===== src/verilog/hbp_consts.svh =====
`ifndef HBP_CONSTS_SVH
`define HBP_CONSTS_SVH
// ==========================================================
// timing
`define HBP_CLK_PERIOD_NS 8
`define HBP_WAIT_MAX_NS 110
`define HBP_WAIT_MAX_CYC (`HBP_WAIT_MAX_NS / `HBP_CLK_PERIOD_NS)
`define HBP_SO_HZ_NS 75
`define HBP_SO_HZ_CYC (`HBP_SO_HZ_NS / `HBP_CLK_PERIOD_NS)
// ==========================================================
// reset values
`define HBP_PIN_RST 40'hF0_0000_0000
`define HBP_SER_PIN_RST 3'h1
`define HBP_WORD_RST 16'h0000
// ==========================================================
// serial frame layout, counted in sampled bits
`define HBP_SER_OP_LAST 6'h07
`define HBP_SER_RD_BIT 7
`define HBP_SER_ADDR_LAST 6'h17
`define HBP_SER_RD_DATA 6'h20
`define HBP_SER_WR_DATA 6'h18
`define HBP_SER_WORD_LAST 6'h0F
`endif


===== src/verilog/hbp_pkg.sv =====
package hbp_pkg;
    typedef logic [15:0] hbp_word_t;
    typedef enum logic [1:0] {ST_IDLE, ST_FETCH, ST_ACTIVE} hbp_state_e;
endpackage : hbp_pkg


===== src/verilog/hbp_serial.sv =====
`timescale 1ns/1ps
`include "hbp_consts.svh"
// serial host port: opcode byte (bit 7 set = read), 16-bit word address,
// then words; reads carry one dummy byte before data
module hbp_serial import hbp_pkg::*; (
    input wire logic clk_sys,
    input wire logic rstn,
    input wire logic clk_en,
    input wire logic pin_sck,
    input wire logic pin_si,
    input wire logic pin_ce_n,
    input wire logic rvalid,
    input wire hbp_word_t rdata,
    output logic so,
    output logic so_oe,
    output logic req_rd,
    output logic req_wr,
    output hbp_word_t req_addr,
    output hbp_word_t req_wdata
);
    // ==========================================================
    // pin synchronisers
    logic [2:0] s1_q, s2_q;
    logic sck_prev_q;
    always_ff @(posedge clk_sys or negedge rstn) begin
        if (!rstn) begin
            s1_q <= `HBP_SER_PIN_RST;
            s2_q <= `HBP_SER_PIN_RST;
            sck_prev_q <= 1'h0;
        end else if (clk_en) begin
            s1_q <= {pin_sck, pin_si, pin_ce_n};
            s2_q <= s1_q;
            sck_prev_q <= s2_q[2];
        end
    end

    // edge decode on synchronised pins
    wire rise_w = s2_q[2] & ~sck_prev_q;
    wire fall_w = ~s2_q[2] & sck_prev_q;
    wire ce_off_w = s2_q[0];

    // ==========================================================
    // frame engine
    logic [5:0] cnt_q;
    logic rd_q;
    hbp_word_t sh_q, addr_q, nxt_q, obuf_q;
    wire [5:0] dstart_w = rd_q ? `HBP_SER_RD_DATA : `HBP_SER_WR_DATA;
    wire [5:0] dlast_w = 6'(dstart_w + `HBP_SER_WORD_LAST);
    wire hbp_word_t shin_w = {sh_q[14:0], s2_q[1]};
    wire hbp_word_t addr_inc_w = 16'(addr_q + 16'h0001);

    always_ff @(posedge clk_sys or negedge rstn) begin
        if (!rstn) begin
            cnt_q <= 6'h00;
            rd_q <= 1'h0;
            sh_q <= `HBP_WORD_RST;
            addr_q <= `HBP_WORD_RST;
            nxt_q <= `HBP_WORD_RST;
            obuf_q <= `HBP_WORD_RST;
            so <= 1'h0;
            so_oe <= 1'h0;
            req_rd <= 1'h0;
            req_wr <= 1'h0;
            req_addr <= `HBP_WORD_RST;
            req_wdata <= `HBP_WORD_RST;
        end else if (clk_en) begin
            req_rd <= 1'h0;
            req_wr <= 1'h0;
            if (rvalid) begin
                nxt_q <= rdata;
            end
            if (ce_off_w) begin
                // frame over: release output at once
                cnt_q <= 6'h00;
                rd_q <= 1'h0;
                so_oe <= 1'h0;
            end else begin
                if (rise_w) begin
                    sh_q <= shin_w;
                    if (cnt_q == `HBP_SER_OP_LAST) begin
                        rd_q <= shin_w[`HBP_SER_RD_BIT];
                    end
                    if (cnt_q == `HBP_SER_ADDR_LAST) begin
                        addr_q <= shin_w;
                        req_rd <= rd_q;
                        req_addr <= shin_w;
                    end
                    if (cnt_q == dlast_w && !rd_q) begin
                        req_wr <= 1'h1;
                        req_addr <= addr_q;
                        req_wdata <= shin_w;
                        addr_q <= addr_inc_w;
                    end
                    cnt_q <= (cnt_q == dlast_w) ? dstart_w : 6'(cnt_q + 6'h01);
                end
                if (fall_w && rd_q && cnt_q >= dstart_w) begin
                    so_oe <= 1'h1;
                    if (cnt_q == dstart_w) begin
                        // word boundary: present prefetched word, fetch next
                        so <= nxt_q[15];
                        obuf_q <= {nxt_q[14:0], 1'h0};
                        req_rd <= 1'h1;
                        req_addr <= addr_inc_w;
                        addr_q <= addr_inc_w;
                    end else begin
                        so <= obuf_q[15];
                        obuf_q <= {obuf_q[14:0], 1'h0};
                    end
                end
            end
        end
    end

    // ==========================================================
    // checks
    a_si_on_rise: assert property (@(posedge clk_sys) disable iff (!rstn || !clk_en)
        $changed(sh_q) |-> $past(rise_w)) else $error("serial input taken off a rising edge");
    a_so_on_fall: assert property (@(posedge clk_sys) disable iff (!rstn || !clk_en)
        !$past(fall_w) |-> $stable(so)) else $error("serial output moved off a falling edge");
    a_so_release: assert property (@(posedge clk_sys) disable iff (!rstn || !clk_en)
        $rose(ce_off_w) |-> ##[0:1] !so_oe) else $error("serial output not released");
endmodule : hbp_serial


===== src/verilog/hbp_host_port.sv =====
`timescale 1ns/1ps
`include "hbp_consts.svh"
// ==========================================================
// What this block does and what the host must do
// host reads with output enable and writes with write enable when style is 1.
// host uses the common strobe plus a read/write select when style is 0.
// wait stays inactive during every write access.
// first or non-sequential read asserts wait until data, at most 110 ns.
// next location is prefetched so sequential reads need no wait.
// narrow mode moves each word as two byte accesses, low byte first.
// wide-mode sequential word writes take the same timing as one write.
// serial input is sampled on the serial clock rising edge.
// serial output changes after each serial clock falling edge.
// serial output released within 75 ns of chip enable going inactive.
// host frames serial instructions with chip enable, idle at least 100 ns.
// host keeps the serial clock period at 50 ns or more.
// only address equal to last plus one is sequential; else restart with wait.
module hbp_host_port import hbp_pkg::*; (
    input wire logic clk_sys,
    input wire logic rstn,
    input wire logic clk_en,
    input wire logic pin_ce_n,
    input wire logic pin_oe_n,
    input wire logic pin_we_n,
    input wire logic pin_host_common_strobe_n,
    input wire logic pin_rw_read,
    input wire logic pin_bus_style_select,
    input wire logic pin_bus_width16,
    input wire logic pin_serial_sel,
    input wire hbp_word_t pin_addr,
    input wire hbp_word_t pin_data_in,
    input wire logic pin_sck,
    input wire logic pin_si,
    input wire hbp_word_t mem_rdata,
    input wire logic mem_rvalid,
    output hbp_word_t data_out,
    output logic data_oe,
    output logic wait_n,
    output logic so,
    output logic so_oe,
    output logic mem_rd,
    output logic mem_wr,
    output hbp_word_t mem_addr,
    output hbp_word_t mem_wdata
);
    // strobe decode for either bus style
    function automatic logic hbp_dir(input logic style, input logic ce_n, input logic oe_n,
                                     input logic we_n, input logic str_n, input logic rw, input logic rd);
        if (style) begin
            hbp_dir = !ce_n && (rd ? !oe_n : !we_n);
        end else begin
            hbp_dir = !ce_n && !str_n && (rw == rd);
        end
    endfunction : hbp_dir

    // byte address to word address in narrow mode
    function automatic hbp_word_t hbp_waddr(input logic bw16, input hbp_word_t a);
        hbp_waddr = bw16 ? a : {1'h0, a[15:1]};
    endfunction : hbp_waddr

    // ==========================================================
    // pin synchronisers
    logic [39:0] s1_q, s2_q;
    always_ff @(posedge clk_sys or negedge rstn) begin
        if (!rstn) begin
            s1_q <= `HBP_PIN_RST;
            s2_q <= `HBP_PIN_RST;
        end else if (clk_en) begin
            s1_q <= {pin_ce_n, pin_oe_n, pin_we_n, pin_host_common_strobe_n, pin_rw_read,
                     pin_bus_style_select, pin_bus_width16, pin_serial_sel, pin_addr, pin_data_in};
            s2_q <= s1_q;
        end
    end

    // ==========================================================
    // access decode
    wire ser_sel_w = s2_q[32];
    wire bw16_w = s2_q[33];
    wire hbp_word_t addr_w = s2_q[31:16];
    wire hbp_word_t din_w = s2_q[15:0];
    wire rd_lvl_w = !ser_sel_w && hbp_dir(s2_q[34], s2_q[39], s2_q[38], s2_q[37], s2_q[36], s2_q[35], 1'h1);
    wire wr_lvl_w = !ser_sel_w && hbp_dir(s2_q[34], s2_q[39], s2_q[38], s2_q[37], s2_q[36], s2_q[35], 1'h0);
    logic rd_prev_q, wr_prev_q;
    wire rd_rise_w = rd_lvl_w && !rd_prev_q;
    wire wr_rise_w = wr_lvl_w && !wr_prev_q;

    // prefetch buffer state
    hbp_state_e state_q;
    logic buf_valid_q, pend_q, last_valid_q;
    hbp_word_t buf_q, buf_waddr_q, last_addr_q, req_addr_q;
    logic [7:0] lo_hold_q;
    wire hbp_word_t waddr_w = hbp_waddr(bw16_w, addr_w);
    wire hbp_word_t req_waddr_w = hbp_waddr(bw16_w, req_addr_q);
    wire seq_w = last_valid_q && (addr_w == 16'(last_addr_q + 16'h0001));
    wire hit_w = seq_w && buf_valid_q && (buf_waddr_q == waddr_w);
    wire req_hit_w = buf_valid_q && (buf_waddr_q == req_waddr_w);
    wire last_byte_w = bw16_w || req_addr_q[0];
    wire hbp_word_t rd_sel_w = bw16_w ? buf_q : {8'h00, req_addr_q[0] ? buf_q[15:8] : buf_q[7:0]};

    // serial engine
    logic ser_rd_w, ser_wr_w;
    hbp_word_t ser_addr_w, ser_wdata_w;
    hbp_serial u_serial (
        .clk_sys(clk_sys),
        .rstn(rstn),
        .clk_en(clk_en),
        .pin_sck(pin_sck),
        .pin_si(pin_si),
        .pin_ce_n(pin_ce_n),
        .rvalid(mem_rvalid && ser_sel_w),
        .rdata(mem_rdata),
        .so(so),
        .so_oe(so_oe),
        .req_rd(ser_rd_w),
        .req_wr(ser_wr_w),
        .req_addr(ser_addr_w),
        .req_wdata(ser_wdata_w)
    );

    // ==========================================================
    // parallel access engine; later assignments override the fill
    always_ff @(posedge clk_sys or negedge rstn) begin
        if (!rstn) begin
            state_q <= ST_IDLE;
            rd_prev_q <= 1'h0;
            wr_prev_q <= 1'h0;
            buf_valid_q <= 1'h0;
            pend_q <= 1'h0;
            last_valid_q <= 1'h0;
            buf_q <= `HBP_WORD_RST;
            buf_waddr_q <= `HBP_WORD_RST;
            last_addr_q <= `HBP_WORD_RST;
            req_addr_q <= `HBP_WORD_RST;
            lo_hold_q <= 8'h00;
            data_out <= `HBP_WORD_RST;
            data_oe <= 1'h0;
            wait_n <= 1'h1;
            mem_rd <= 1'h0;
            mem_wr <= 1'h0;
            mem_addr <= `HBP_WORD_RST;
            mem_wdata <= `HBP_WORD_RST;
        end else if (clk_en) begin
            rd_prev_q <= rd_lvl_w;
            wr_prev_q <= wr_lvl_w;
            mem_rd <= 1'h0;
            mem_wr <= 1'h0;
            if (mem_rvalid && pend_q) begin
                buf_q <= mem_rdata;
                buf_waddr_q <= mem_addr;
                buf_valid_q <= 1'h1;
                pend_q <= 1'h0;
            end
            case (state_q)
                ST_IDLE: begin
                    if (rd_rise_w) begin
                        req_addr_q <= addr_w;
                        last_addr_q <= addr_w;
                        last_valid_q <= 1'h1;
                        wait_n <= hit_w;
                        state_q <= ST_FETCH;
                        if (!seq_w) begin
                            // non-sequential: drop prefetch, fetch afresh
                            buf_valid_q <= 1'h0;
                            pend_q <= 1'h1;
                            mem_rd <= 1'h1;
                            mem_addr <= waddr_w;
                        end
                    end else if (wr_rise_w) begin
                        // writes never wait and drop any prefetched word
                        buf_valid_q <= 1'h0;
                        pend_q <= 1'h0;
                        last_valid_q <= 1'h0;
                        state_q <= ST_ACTIVE;
                        if (bw16_w || addr_w[0]) begin
                            mem_wr <= 1'h1;
                            mem_addr <= waddr_w;
                            mem_wdata <= bw16_w ? din_w : {din_w[7:0], lo_hold_q};
                        end else begin
                            lo_hold_q <= din_w[7:0];
                        end
                    end
                end
                ST_FETCH: begin
                    if (!rd_lvl_w) begin
                        wait_n <= 1'h1;
                        state_q <= ST_IDLE;
                    end else if (req_hit_w) begin
                        data_out <= rd_sel_w;
                        data_oe <= 1'h1;
                        wait_n <= 1'h1;
                        state_q <= ST_ACTIVE;
                        if (last_byte_w) begin
                            // word consumed: prefetch the following one
                            buf_valid_q <= 1'h0;
                            pend_q <= 1'h1;
                            mem_rd <= 1'h1;
                            mem_addr <= 16'(req_waddr_w + 16'h0001);
                        end
                    end else if (!pend_q) begin
                        pend_q <= 1'h1;
                        mem_rd <= 1'h1;
                        mem_addr <= req_waddr_w;
                    end
                end
                ST_ACTIVE: begin
                    if (!rd_lvl_w && !wr_lvl_w) begin
                        data_oe <= 1'h0;
                        state_q <= ST_IDLE;
                    end
                end
                default: begin
                    state_q <= ST_IDLE;
                end
            endcase
            // serial mode owns the memory port
            if (ser_sel_w) begin
                pend_q <= 1'h0;
                buf_valid_q <= 1'h0;
                mem_rd <= ser_rd_w;
                mem_wr <= ser_wr_w;
                mem_addr <= ser_addr_w;
                mem_wdata <= ser_wdata_w;
            end
        end
    end

    // ==========================================================
    // checks; wait_cnt_q is helper logic for the wait bound
    localparam int WAIT_MAX = `HBP_WAIT_MAX_CYC;
    logic [4:0] wait_cnt_q;
    always_ff @(posedge clk_sys or negedge rstn) begin
        if (!rstn) begin
            wait_cnt_q <= 5'h00;
        end else if (clk_en) begin
            wait_cnt_q <= wait_n ? 5'h00 : 5'(wait_cnt_q + 5'h01);
        end
    end

    a_no_wait_write: assert property (@(posedge clk_sys) disable iff (!rstn || !clk_en)
        wr_lvl_w && state_q != ST_FETCH |=> wait_n) else $error("wait during write");
    a_wait_bound: assert property (@(posedge clk_sys) disable iff (!rstn || !clk_en)
        wait_cnt_q <= 5'(WAIT_MAX)) else $error("wait held too long");
    a_wait_until_data: assert property (@(posedge clk_sys) disable iff (!rstn || !clk_en)
        $rose(wait_n) && rd_lvl_w |-> data_oe || state_q == ST_ACTIVE) else $error("wait ended without data");
    a_seq_no_wait: assert property (@(posedge clk_sys) disable iff (!rstn || !clk_en)
        state_q == ST_IDLE && rd_rise_w && hit_w && !ser_sel_w |=> wait_n ##1 data_oe)
        else $error("sequential read waited");
    a_prefetch_next: assert property (@(posedge clk_sys) disable iff (!rstn || !clk_en)
        state_q == ST_FETCH && rd_lvl_w && req_hit_w && last_byte_w && !ser_sel_w
        |=> mem_rd && mem_addr == 16'($past(req_waddr_w) + 16'h0001)) else $error("no prefetch");
    a_byte_pair: assert property (@(posedge clk_sys) disable iff (!rstn || !clk_en)
        state_q == ST_IDLE && wr_rise_w && !bw16_w && !ser_sel_w |=> mem_wr == $past(addr_w[0]))
        else $error("byte pair write wrong");
    a_word_write: assert property (@(posedge clk_sys) disable iff (!rstn || !clk_en)
        state_q == ST_IDLE && wr_rise_w && bw16_w && !ser_sel_w |=> mem_wr && mem_wdata == $past(din_w))
        else $error("word write not taken");
    a_nonseq_wait: assert property (@(posedge clk_sys) disable iff (!rstn || !clk_en)
        state_q == ST_IDLE && rd_rise_w && !seq_w && !ser_sel_w |=> !wait_n && mem_rd)
        else $error("non-sequential read did not restart");
endmodule : hbp_host_port


===== config.mk =====
export PLATFORM = sky130hd
export DESIGN_NAME = hbp_host_port
export DESIGN_NICKNAME = d
export VERILOG_FILES = /design/src/verilog/hbp_pkg.sv /design/src/verilog/hbp_serial.sv /design/src/verilog/hbp_host_port.sv
export VERILOG_INCLUDE_DIRS = /design/src /design/src/verilog
export SDC_FILE = /design/constraint.sdc
export NUM_CORES = 1
export LEC_CHECK = 0
export ABC_AREA = 0
export ABC_CLOCK_PERIOD_IN_PS = 2900
export BUFFER_PORTS_ARGS = -buffer_cell sky130_fd_sc_hd__buf_2
export CAP_MARGIN = 40
export CORE_MARGIN = 1
export CORE_UTILIZATION = 55
export DETAILED_ROUTE_END_ITERATION = 12
export PLACE_DENSITY = 0.77
export SLEW_MARGIN = 5
export SYNTH_ARGS = -nofsm -noshare
export SYNTH_HDL_FRONTEND = slang
export SYNTH_HIERARCHICAL = 1
export SYNTH_SLANG_ARGS = --single-unit

===== constraint.sdc =====
create_clock -name clk_sys -period 2.9 [get_ports clk_sys]
set_input_delay 0.29 -clock clk_sys [delete_from_list [all_inputs] [get_ports clk_sys]]
set_output_delay 0.29 -clock clk_sys [all_outputs]
set_load 0.1 [all_outputs]

==> results of run 1 <==
-- kinds of logic after synthesis --
kind of cell / share of synthesized area, %
buffers and inverters: 3.76
muxes: 18.6
DFF: 46.8
xor gates and xnor gates: 3.57
AOI/OAI and AO/OA: 14.0
adders and majority gates: 0.608
and+or+nand+nor: 12.6
-- final timing paths --
kind / from / to / slack (ns) / cells after the start
min in group asynchronous: rstn / s1_q[4]$_DFFE_PN0P_ / 0.40 / 2
worst max-delay path: s2_q[33]$_DFFE_PN0P_ / mem_addr[13]$_DFFE_PN0P_ / 0.07 / 10
max in group asynchronous: rstn / u_serial/req_addr[12]$_DFFE_PN0P_ / 1.64 / 3
worst min register to register: data_out[14]$_DFFE_PN0P_ / data_out[14]$_DFFE_PN0P_ / 0.48 / 2
worst min-delay path: pin_data_in[11] / s1_q[11]$_DFFE_PN0P_ / 0.008 / 2
worst max register to register: s2_q[33]$_DFFE_PN0P_ / mem_addr[13]$_DFFE_PN0P_ / 0.07 / 10
-- cell usage in the layout, fill, tap and decap left out, drive strengths merged, types with 7 or more instances in the layout --
cell / Yosys / routed
xor2: 23 / 23
clkinv: 1 / 8
buf: 48 / 223
and2: 7 / 7
a31oi: 10 / 10
nor2: 65 / 65
xnor2: 44 / 44
a22oi: 10 / 10
o22ai: 15 / 15
a21oi: 78 / 78
o21ai: 112 / 112
inv: 35 / 36
clkbuf: 56 / 46
nor3: 38 / 38
nand3: 37 / 37
and3: 13 / 13
o31ai: 13 / 13
a211oi: 10 / 10
a221oi: 9 / 9
dlygate4sd3: 0 / 33
nand4: 17 / 17
or3: 8 / 8
mux2: 206 / 206
dfstp: 11 / 11
nand2: 152 / 152
o211ai: 11 / 11
a21o: 9 / 9
mux2i: 71 / 71
dfrtp: 296 / 296
nand2b: 11 / 11
nor2b: 15 / 15
nor4: 14 / 14
ha: 8 / 8
a22o: 11 / 11
-- what timing repair did --
| item | 4_1_cts | 5_1_grt |
|---|---|---|
| hold buffers | 32 | 1 |
| buffers inserted | 2 | 8 |
| gates resized for setup | 0 | 15 |
| pin swaps | 1 | 5 |
| endpoints found under the setup margin | 15 | 31 |
| hold endpoints to repair | 117 | 1 |
-- metrics by stage --
stage	hold slack, ns	std cells	power (mW)
3_3_place_gp	0.411	2048	13.1
5_1_grt	0.000435	2150	18.9
2_1_floorplan	-0.00559	1555	11.3
4_1_cts	0.000720	2141	17.9
6_report	0.00843	2150	18.1
3_5_place_dp	0.409	2048	13.3
-- worst max-delay path, cell delays in order (launching register included) --
cell	delay, ns
dfrtp_4	0.55
buf_12	0.17
mux2i_4	0.19
xnor2_2	0.18
a2111oi_4	0.35
o2111ai_4	0.24
mux2i_2	0.28
o2bb2ai_2	0.17
o21ai_4	0.10
buf_12	0.17
mux2_4	0.30
-- power groups by stage --
stage,sequential [mW],clock (mW),combinational (mW)
2_1_floorplan,7.74,0,3.55
3_3_place_gp,6.50,0,6.64
3_5_place_dp,6.55,0,6.73
4_1_cts,6.49,4.61,6.83
5_1_grt,6.66,4.78,7.44
6_report,6.54,4.55,6.99
-- synthesized netlist by cell type, drive strengths merged (13+ instances only) --
master / count
xnor2: 44
buf: 48
nand4: 17
mux2: 206
nor3: 38
clkbuf: 56
nand2: 152
mux2i: 71
dfrtp: 296
inv: 35
xor2: 23
o21ai: 112
nand3: 37
a21oi: 78
nor2b: 15
nor2: 65
o22ai: 15
and3: 13
nor4: 14
o31ai: 13
-- layout make-up --
type	count	area, um^2
clock buffers	46	977
clock inverters	13	209
fillers	2186	9540
inverters	36	135
multi-input cells	1108	8230
flip-flops and latches	307	7700
well taps	384	480
repair buffers	256	1830
-- layer usage --
layer,share of wire [%],GRT usage [%],vias to the layer above
li1,-,-,6042
met1,43,43.4,6618
met2,47,50.2,582
met3,7.6,4.83,97
met4,3.2,10.4,0
met5,0,0,-
==> flow_summary_export.csv, run 1 <==
group,metric,value,unit
run_status,status,"finished, final reports clean",
pwr,seqPwrFrac,36.2,%
critical_path,path_class,"register to register",
sta,rsz0062_at_grt,"false",
global_route,grt_antenna_before_repair,0,
sta,finalHoldViolCount,0,
global_route,grt_pass1_wl,74800,um
final_layout,top_regs,"s1_q (40), s2_q (40)",
pwr,power_frac_clock,25.2,%
detailed_routing,first_iter_violations,1238,
floorplan,core-area,29100,um^2
synth,synthArstFlopShare,100,%
critical_path,critical_path.max_fanout,12,
placement,placed_area,17900,um^2
pwr,combPwrFrac,38.7,%
sta,setup-tns-final,0,ns
synth,synthCells,1555,
pwr,switching_share,40.9,%
critical_path,cp.required,3.29,ns
synth,yosys.cell_types.count,102,
min_path,min_path_type,"primary input to register",
global_route,grt_use_total,31.3,%
critical_path,cp-start-kind,"register",
pwr,power-per-cell-area,924,nW/um^2
sta,finalSetupViolCount,0,
floorplan,num_io_pins,116,
clock_network,cts.sinks,307,
detailed_routing,vias,13300,
run,max_cap_viol_count,0,
pwr,vdd_drop_max,1.32,mV
clock_network,root_buffer,"clkbuf_16",
detailed_routing,drtAntennaViolNets,0,
floorplan,fp.dieW,175,um
final_layout,syn2layout_area_growth,18.9,%
clock_network,cts_max_level,2,
detailed_routing,drt_pass1_iterations,5,
final_layout,n_antenna_cell,0,
detailed_routing,routed_wl,46800,um
floorplan,placementRows,62,
synth,yosys_most_used_dff,"dfrtp_1",
sta,slew_headroom,43.7,%
final_layout,fin_util,67.2,%
global_route,grt_max_degree,106,
clock_network,clock_latency,0.53,ns
sta,worst_slew_pin_slew,0.845,ns
synth,synth_fp_nets,1625,
critical_path,critPathArrivalTime,3.23,ns
synth,yosysSeqAreaShare,46.8,%
clock_network,cts_buffers,35,
pwr,p_int,10.7,mW
synth,syn-cell-area,16500,um^2
sta,period_share,97.6,%
sta,skew,0.0244,ns
floorplan,die_h,175,um
synth,ys_top_cells_by_area,"dfrtp_1 (45%), mux2_2 (13%), mux2i_1 (4.3%)",
sta,finalWorstSetupSlack,0.0689,ns
synth,synth_edf_count,0,
detailed_routing,remaining_drc_errors,0,
global_route,grt_pass1_vias,13400,
clock_network,ctsLongestPathBuffers,3,
clock_network,clk_pin_slew,0.06,ns
placement,place_congestion,0.987,
final_layout,final_area,19600,um^2
synth,avgSynthCellArea,10.6,um^2
placement,port_buffers,115,
critical_path,crit_path_end_kind,"register",
placement,pre_cts_slack,-0.0750,ns
global_route,grt_overflow,0,
placement,hpwl,32800,um
synth,yosys.area.top_type,"dfrtp_1",
floorplan,die-area,30600,um^2
detailed_routing,vias_per_cell,6.20,
clock_network,cts_tree,"built",
synth,synth_top_area_share,45.0,%
final_layout,drive_gt1_share,30.2,%
pwr,net-switching-power,7.39,mW
detailed_routing,wl_per_cell,21.8,um
sta,clock.fmax,0.353,GHz
sta,slew_violations,0,
sta,period_needed,2.83,ns
synth,ys_ff_latch,307,
synth,ys_warn_count,6,
final_layout,layout.nets,1814,
floorplan,initial_core_util,56.6,%
pwr,power.leakage,8.73,nW
Power figures use the tool's default switching activity.
==> run 2: changes to the inputs <==
--- a/config.mk
+++ b/config.mk
@@ -14,7 +14,7 @@
 export CORE_UTILIZATION = 55
 export DETAILED_ROUTE_END_ITERATION = 12
 export PLACE_DENSITY = 0.77
-export SLEW_MARGIN = 5
+export SLEW_MARGIN = 15
 export SYNTH_ARGS = -nofsm -noshare
 export SYNTH_HDL_FRONTEND = slang
 export SYNTH_HIERARCHICAL = 1
==> constraint.sdc (replaced) <==
create_clock -name clk_sys -period 2.9 [get_ports clk_sys]
set_input_delay 0.435 -clock clk_sys [delete_from_list [all_inputs] [get_ports clk_sys]]
set_output_delay 0.435 -clock clk_sys [all_outputs]
set_load 0.1 [all_outputs]
==> flow_summary_export.csv, run 2 (synthesized netlist as in run 1, its figures left out) <==
group,metric,value,unit
placement,port_buffers,115,
min_path,min_path_type,"primary input to register",
critical_path,r2r_setup_slack,0.09,ns
critical_path,crit_family,"multiplexers",
sta,slew_headroom,41.0,%
floorplan,placementRows,62,
placement,place_congestion,0.987,
clock_network,cts_tree,"built",
clock_network,cts.sinks,307,
floorplan,num_io_pins,116,
detailed_routing,first_iter_violations,1117,
sta,slew_violations,0,
clock_network,cts_max_level,2,
global_route,grt_pass1_wl,72900,um
sta,finalWorstSetupSlack,0.0858,ns
critical_path,crit_buf_inv,2,
clock_network,clk_pin_slew,0.06,ns
critical_path,critical_path.max_fanout,10,
critical_path,crit_path_end_kind,"register",
detailed_routing,remaining_drc_errors,0,
global_route,grt_overflow,0,
critical_path,crit_chain,"buf_4, mux2i_1, xnor2_1, nor4_2, o2111ai_2, buf_4, nor2_1, mux2i_1, a211oi_1, mux2_4",
detailed_routing,routed_wl,45900,um
global_route,grt_antenna_before_repair,0,
final_layout,instances_no_fill,2111,
sta,holdWs,0.145,ns
pwr,power-per-cell-area,932,nW/um^2
run_status,status,"finished, final reports clean",
detailed_routing,vias,13200,
global_route,grt_pass1_vias,13000,
critical_path,critPathArrivalTime,3.21,ns
final_layout,top_regs,"s1_q (40), s2_q (40)",
critical_path,cp.required,3.30,ns
critical_path,cp_slowest_cell,"dfrtp_4",
sta,period_share,97.0,%
detailed_routing,drt_pass1_iterations,5,
final_layout,n_antenna_cell,0,
floorplan,fp.dieW,175,um
global_route,grt_max_degree,86,
final_layout,final_cell_mix,"dfrtp_1 (295), mux2_2 (190), nand2_1 (149), buf_2 (113), o21ai_0 (105)",
final_layout,syn2layout_area_growth,16.0,%
sta,finalSetupViolCount,0,
critical_path,path_class,"register to register",
final_layout,drive_gt1_share,30.5,%
placement,pre_cts_slack,-0.0377,ns
clock_network,clock_latency,0.52,ns
sta,period_needed,2.81,ns
clock_network,ctsLongestPathBuffers,3,
final_layout,final_common_cell,"dfrtp_1",
sta,clock.fmax,0.355,GHz
floorplan,core-area,29100,um^2
run,max_cap_viol_count,0,
sta,skew,0.0224,ns
pwr,vdd_drop_max,0.953,mV
clock_network,root_buffer,"clkbuf_16",
detailed_routing,vias_per_cell,6.24,
final_layout,layout.nets,1774,
clock_network,cts_buffers,34,
detailed_routing,drtAntennaViolNets,0,
floorplan,die-area,30600,um^2
floorplan,die_h,175,um
sta,finalHoldViolCount,0,
floorplan,initial_core_util,56.6,%
placement,dp.cells,2045,
placement,hpwl,32600,um
critical_path,cp-start-kind,"register",
global_route,grt_use_total,30.5,%
detailed_routing,wl_per_cell,21.8,um
sta,worst_slew_pin_slew,0.879,ns
pwr,power.leakage,8.54,nW
critical_path,max_stage_delay,0.55,ns
## run 2: final timing paths
path | startpoint | to | depth (start not counted)
setup reg to reg | s2_q[33]$_DFFE_PN0P_ | mem_addr[12]$_DFFE_PN0P_ | 10
max in group asynchronous | rstn | buf_waddr_q[15]$_DFFE_PN0P_ | 3
min in group asynchronous | rstn | s1_q[4]$_DFFE_PN0P_ | 2
setup / recovery | s2_q[33]$_DFFE_PN0P_ | mem_addr[12]$_DFFE_PN0P_ | 10
hold reg to reg | data_out[13]$_DFFE_PN0P_ | data_out[13]$_DFFE_PN0P_ | 2
hold / removal | pin_bus_style_select | s1_q[34]$_DFFE_PN0P_ | 2
## run 2: where the power goes
| group | switching, mW | internal [mW] | total (mW) |
|---|---|---|---|
| Sequential | 1.17 | 5.36 | 6.53 |
| Combinational | 4.36 | 2.52 | 6.89 |
| Clock | 1.76 | 2.60 | 4.36 |
## run 2: worst register-to-register path: cells and delay by family (launching register included)
family	cells	cell delay, ns
xor gates and xnor gates	1	0.16
AOI/OAI and AO/OA	2	0.33
buffers and inverters	2	0.42
muxes	3	0.67
and+or+nand+nor	2	0.57
DFF	1	0.55
## run 2: through the flow
step | cell area, um^2 | util [%] | setup TNS, ns | total power [mW]
2_1_floorplan | 16500 | - | 0 | 11.3
3_3_place_gp | 17800 | 61.3 | -0.0167 | 13.2
3_5_place_dp | 17800 | 61.3 | -0.212 | 13.3
4_1_cts | 19000 | 65.4 | 0 | 17.8
5_1_grt | 19100 | 65.6 | -0.00982 | 18.6
6_report | 19100 | 65.6 | 0 | 17.8
## run 2: routing by layer
layer	global-route usage, %	vias up	wire length, um
met5	0	-	0
met4	11.2	0	1640
met3	4.74	107	3490
met1	42.5	6562	19800
li1	-	5967	-
met2	48.2	545	21000
## run 2: timing repair
item / CTS / global route
gates resized for setup: 0 / 8
buffers inserted: 3 / 2
pin swaps: 1 / 1
endpoints found under the setup margin: 14 / 18
hold buffers: 1 / 0
endpoints found under the hold margin: 61 / 0
## run 2: layout make-up
type	count	area (um^2)
clock buffers	48	1000
clock inverters	11	133
fillers	2324	10000
inverters	36	135
multi-input cells	1108	8180
flip-flops and latches	307	7700
well taps	384	480
repair buffers	217	1440
==> run 3: changes to the inputs <==
--- a/config.mk
+++ b/config.mk
@@ -7,7 +7,7 @@
 export NUM_CORES = 1
 export LEC_CHECK = 0
 export ABC_AREA = 0
-export ABC_CLOCK_PERIOD_IN_PS = 2900
+export ABC_CLOCK_PERIOD_IN_PS = 2300
 export BUFFER_PORTS_ARGS = -buffer_cell sky130_fd_sc_hd__buf_2
 export CAP_MARGIN = 40
 export CORE_MARGIN = 1
==> constraint.sdc (replaced) <==
create_clock -name clk_sys -period 2.3 [get_ports clk_sys]
set_input_delay 0.345 -clock clk_sys [delete_from_list [all_inputs] [get_ports clk_sys]]
set_output_delay 0.345 -clock clk_sys [all_outputs]
set_load 0.1 [all_outputs]
==> flow_summary_export.csv, run 3 (synthesized netlist as in run 1, its figures left out) <==
group,metric,value,unit
sta,finalHoldViolCount,0,
clock_network,clock_latency,0.52,ns
floorplan,die_h,175,um
clock_network,root_buffer,"clkbuf_16",
critical_path,critical_path.max_fanout,8,
critical_path,path_class,"register to register",
placement,hpwl,34500,um
detailed_routing,vias_per_cell,6.16,
critical_path,crit_start,"s2_q[33]$_DFFE_PN0P_",
floorplan,placementRows,62,
run_status,violations,"setup timing",
critical_path,ff2ff_path_depth,10,
global_route,grt_use_total,32.4,%
clock_network,cts_buffers,34,
critical_path,crit_family,"simple AND/OR/NAND/NOR gates",
sta,rsz0062_at_grt,"true",
critical_path,crit_buf_inv,3,
critical_path,cp-endpoint,"data_out[15]$_DFFE_PN0P_",
critical_path,r2r_end,"data_out[15]$_DFFE_PN0P_",
detailed_routing,vias,13800,
global_route,grt_pass1_vias,13900,
global_route,grt_max_degree,83,
final_layout,n_antenna_cell,0,
clock_network,clk_pin_slew,0.06,ns
final_layout,syn2layout_area_growth,25.6,%
pwr,power,23.7,mW
critical_path,critPathArrivalTime,3.20,ns
run,max_cap_viol_count,0,
placement,port_buffers,115,
detailed_routing,drtAntennaViolNets,0,
sta,period_needed,2.81,ns
critical_path,cpMostUsedCell,"buf_6",
final_layout,fin_util,71.0,%
detailed_routing,drt_pass1_iterations,6,
pwr,power-per-cell-area,1150,nW/um^2
final_layout,top_regs,"s1_q (40), s2_q (40)",
sta,slew_violations,0,
final_layout,final_area,20700,um^2
critical_path,max_stage_delay,0.56,ns
run_status,status,"finished, violations left",
sta,slew_headroom,55.5,%
critical_path,crit_chain,"buf_6, mux2i_1, xnor2_1, nor4_2, o2111ai_4, buf_6, or3_4, clkbuf_16, nand2_1, o21ai_1",
critical_path,crit_cells,10,
floorplan,die-area,30600,um^2
global_route,grt_overflow,0,
final_layout,final_common_cell,"dfrtp_1",
placement,placed_area,18800,um^2
clock_network,cts_tree,"built",
critical_path,crit_path_end_kind,"register",
sta,holdWs,0.0529,ns
critical_path,cp.required,2.69,ns
global_route,grt_antenna_before_repair,0,
floorplan,core-area,29100,um^2
floorplan,initial_core_util,56.6,%
critical_path,r2r_setup_slack,-0.51,ns
detailed_routing,routed_wl,49300,um
clock_network,cts_max_level,2,
final_layout,layout.nets,1907,
pwr,vdd_drop_max,1.57,mV
floorplan,fp.dieW,175,um
sta,worst_slew_pin_slew,0.660,ns
sta,finalSetupViolCount,51,
critical_path,cp-start-kind,"register",
critical_path,cp_slowest_cell,"dfrtp_4",
sta,skew,0.0187,ns
floorplan,num_io_pins,116,
clock_network,cts.sinks,307,
final_layout,final_cell_mix,"dfrtp_1 (295), buf_4 (202), mux2_2 (190), nand2_1 (139), buf_2 (114)",
sta,period_share,122,%
sta,clock.fmax,0.355,GHz
placement,place_congestion,0.979,
placement,pre_cts_slack,-0.554,ns
pwr,power.leakage,9.34,nW
sta,finalWorstSetupSlack,-0.514,ns
detailed_routing,remaining_drc_errors,0,
global_route,grt_pass1_wl,77300,um
detailed_routing,wl_per_cell,22.0,um
clock_network,ctsLongestPathBuffers,3,
detailed_routing,first_iter_violations,1433,
min_path,min_path_type,"primary input to register",
final_layout,nFillCells,2105,
final_layout,drive_gt1_share,38.2,%
critical_path,reg2reg_from,"s2_q[33]$_DFFE_PN0P_",
==> run 3: changes by cell type in the layout (fill, tap and decap cells not counted), sizes merged <==
cell,change
buf,+129
clkbuf,+5
clkinv,+3
bufinv,-2
inv,-1
==> run 3: final cells by class <==
cell class | instances | area [um^2] | area share (%)
Clock inverter | 11 | 86.3 | 0.418
Tap cell | 384 | 480 | 2.32
Timing Repair Buffer | 350 | 2710 | 13.1
Sequential cell | 307 | 7700 | 37.3
Clock buffer | 49 | 1030 | 4.98
Inverter | 36 | 138 | 0.666
Multi-Input combinational cell | 1108 | 8520 | 41.2
==> run 3: worst min path at each step <==
| stage | slack [ns] | startpoint | depth (start not counted) | end |
|---|---|---|---|---|
| after detailed placement | 0.30 | rstn | 1 | s1_q[3]$_DFFE_PN0P_ |
| after global placement | 0.29 | rstn | 1 | s1_q[3]$_DFFE_PN0P_ |
| after CTS | 0.03 | pin_data_in[9] | 2 | s1_q[9]$_DFFE_PN0P_ |
| final | 0.05 | pin_data_in[11] | 2 | s1_q[11]$_DFFE_PN0P_ |
| after global routing | 0.04 | pin_data_in[11] | 2 | s1_q[11]$_DFFE_PN0P_ |
| after floorplan | 0.05 | rstn | 0 | buf_q[0]$_DFFE_PN0P_ |
==> run 3: stage by stage <==
step | setup TNS (ns) | std cells
5_1_grt | -22.47 | 2245
3_3_place_gp | -13.97 | 2152
6_report | -16.67 | 2245
3_5_place_dp | -17.08 | 2153
4_1_cts | -14.11 | 2230
2_1_floorplan | -9.06 | 1555
==> run 3: repair_timing <==
item | in CTS | in global routing
setup endpoints to repair | 63 | 116
hold buffers | 1 | 0
resized for setup | 48 | 51
setup buffers | 13 | 11
gates cloned | 4 | 4
hold endpoints to repair | 43 | 0
pin swaps | 20 | 16
==> run 3: power breakdown <==
part,internal (mW),switching [mW],leakage (nW)
Clock,3.13,2.26,0.550
Sequential,6.76,1.46,3.72
Combinational,4.09,6.05,5.07
Total,14.0,9.77,9.34
==> run 3: layer usage <==
metal	GRT usage [%]	part of all wire (%)	vias up
li1	-	-	6221
met1	44.3	42	6841
met2	52.3	47	659
met3	5.44	8.3	115
met4	11.0	3.1	0
met5	0	0	-
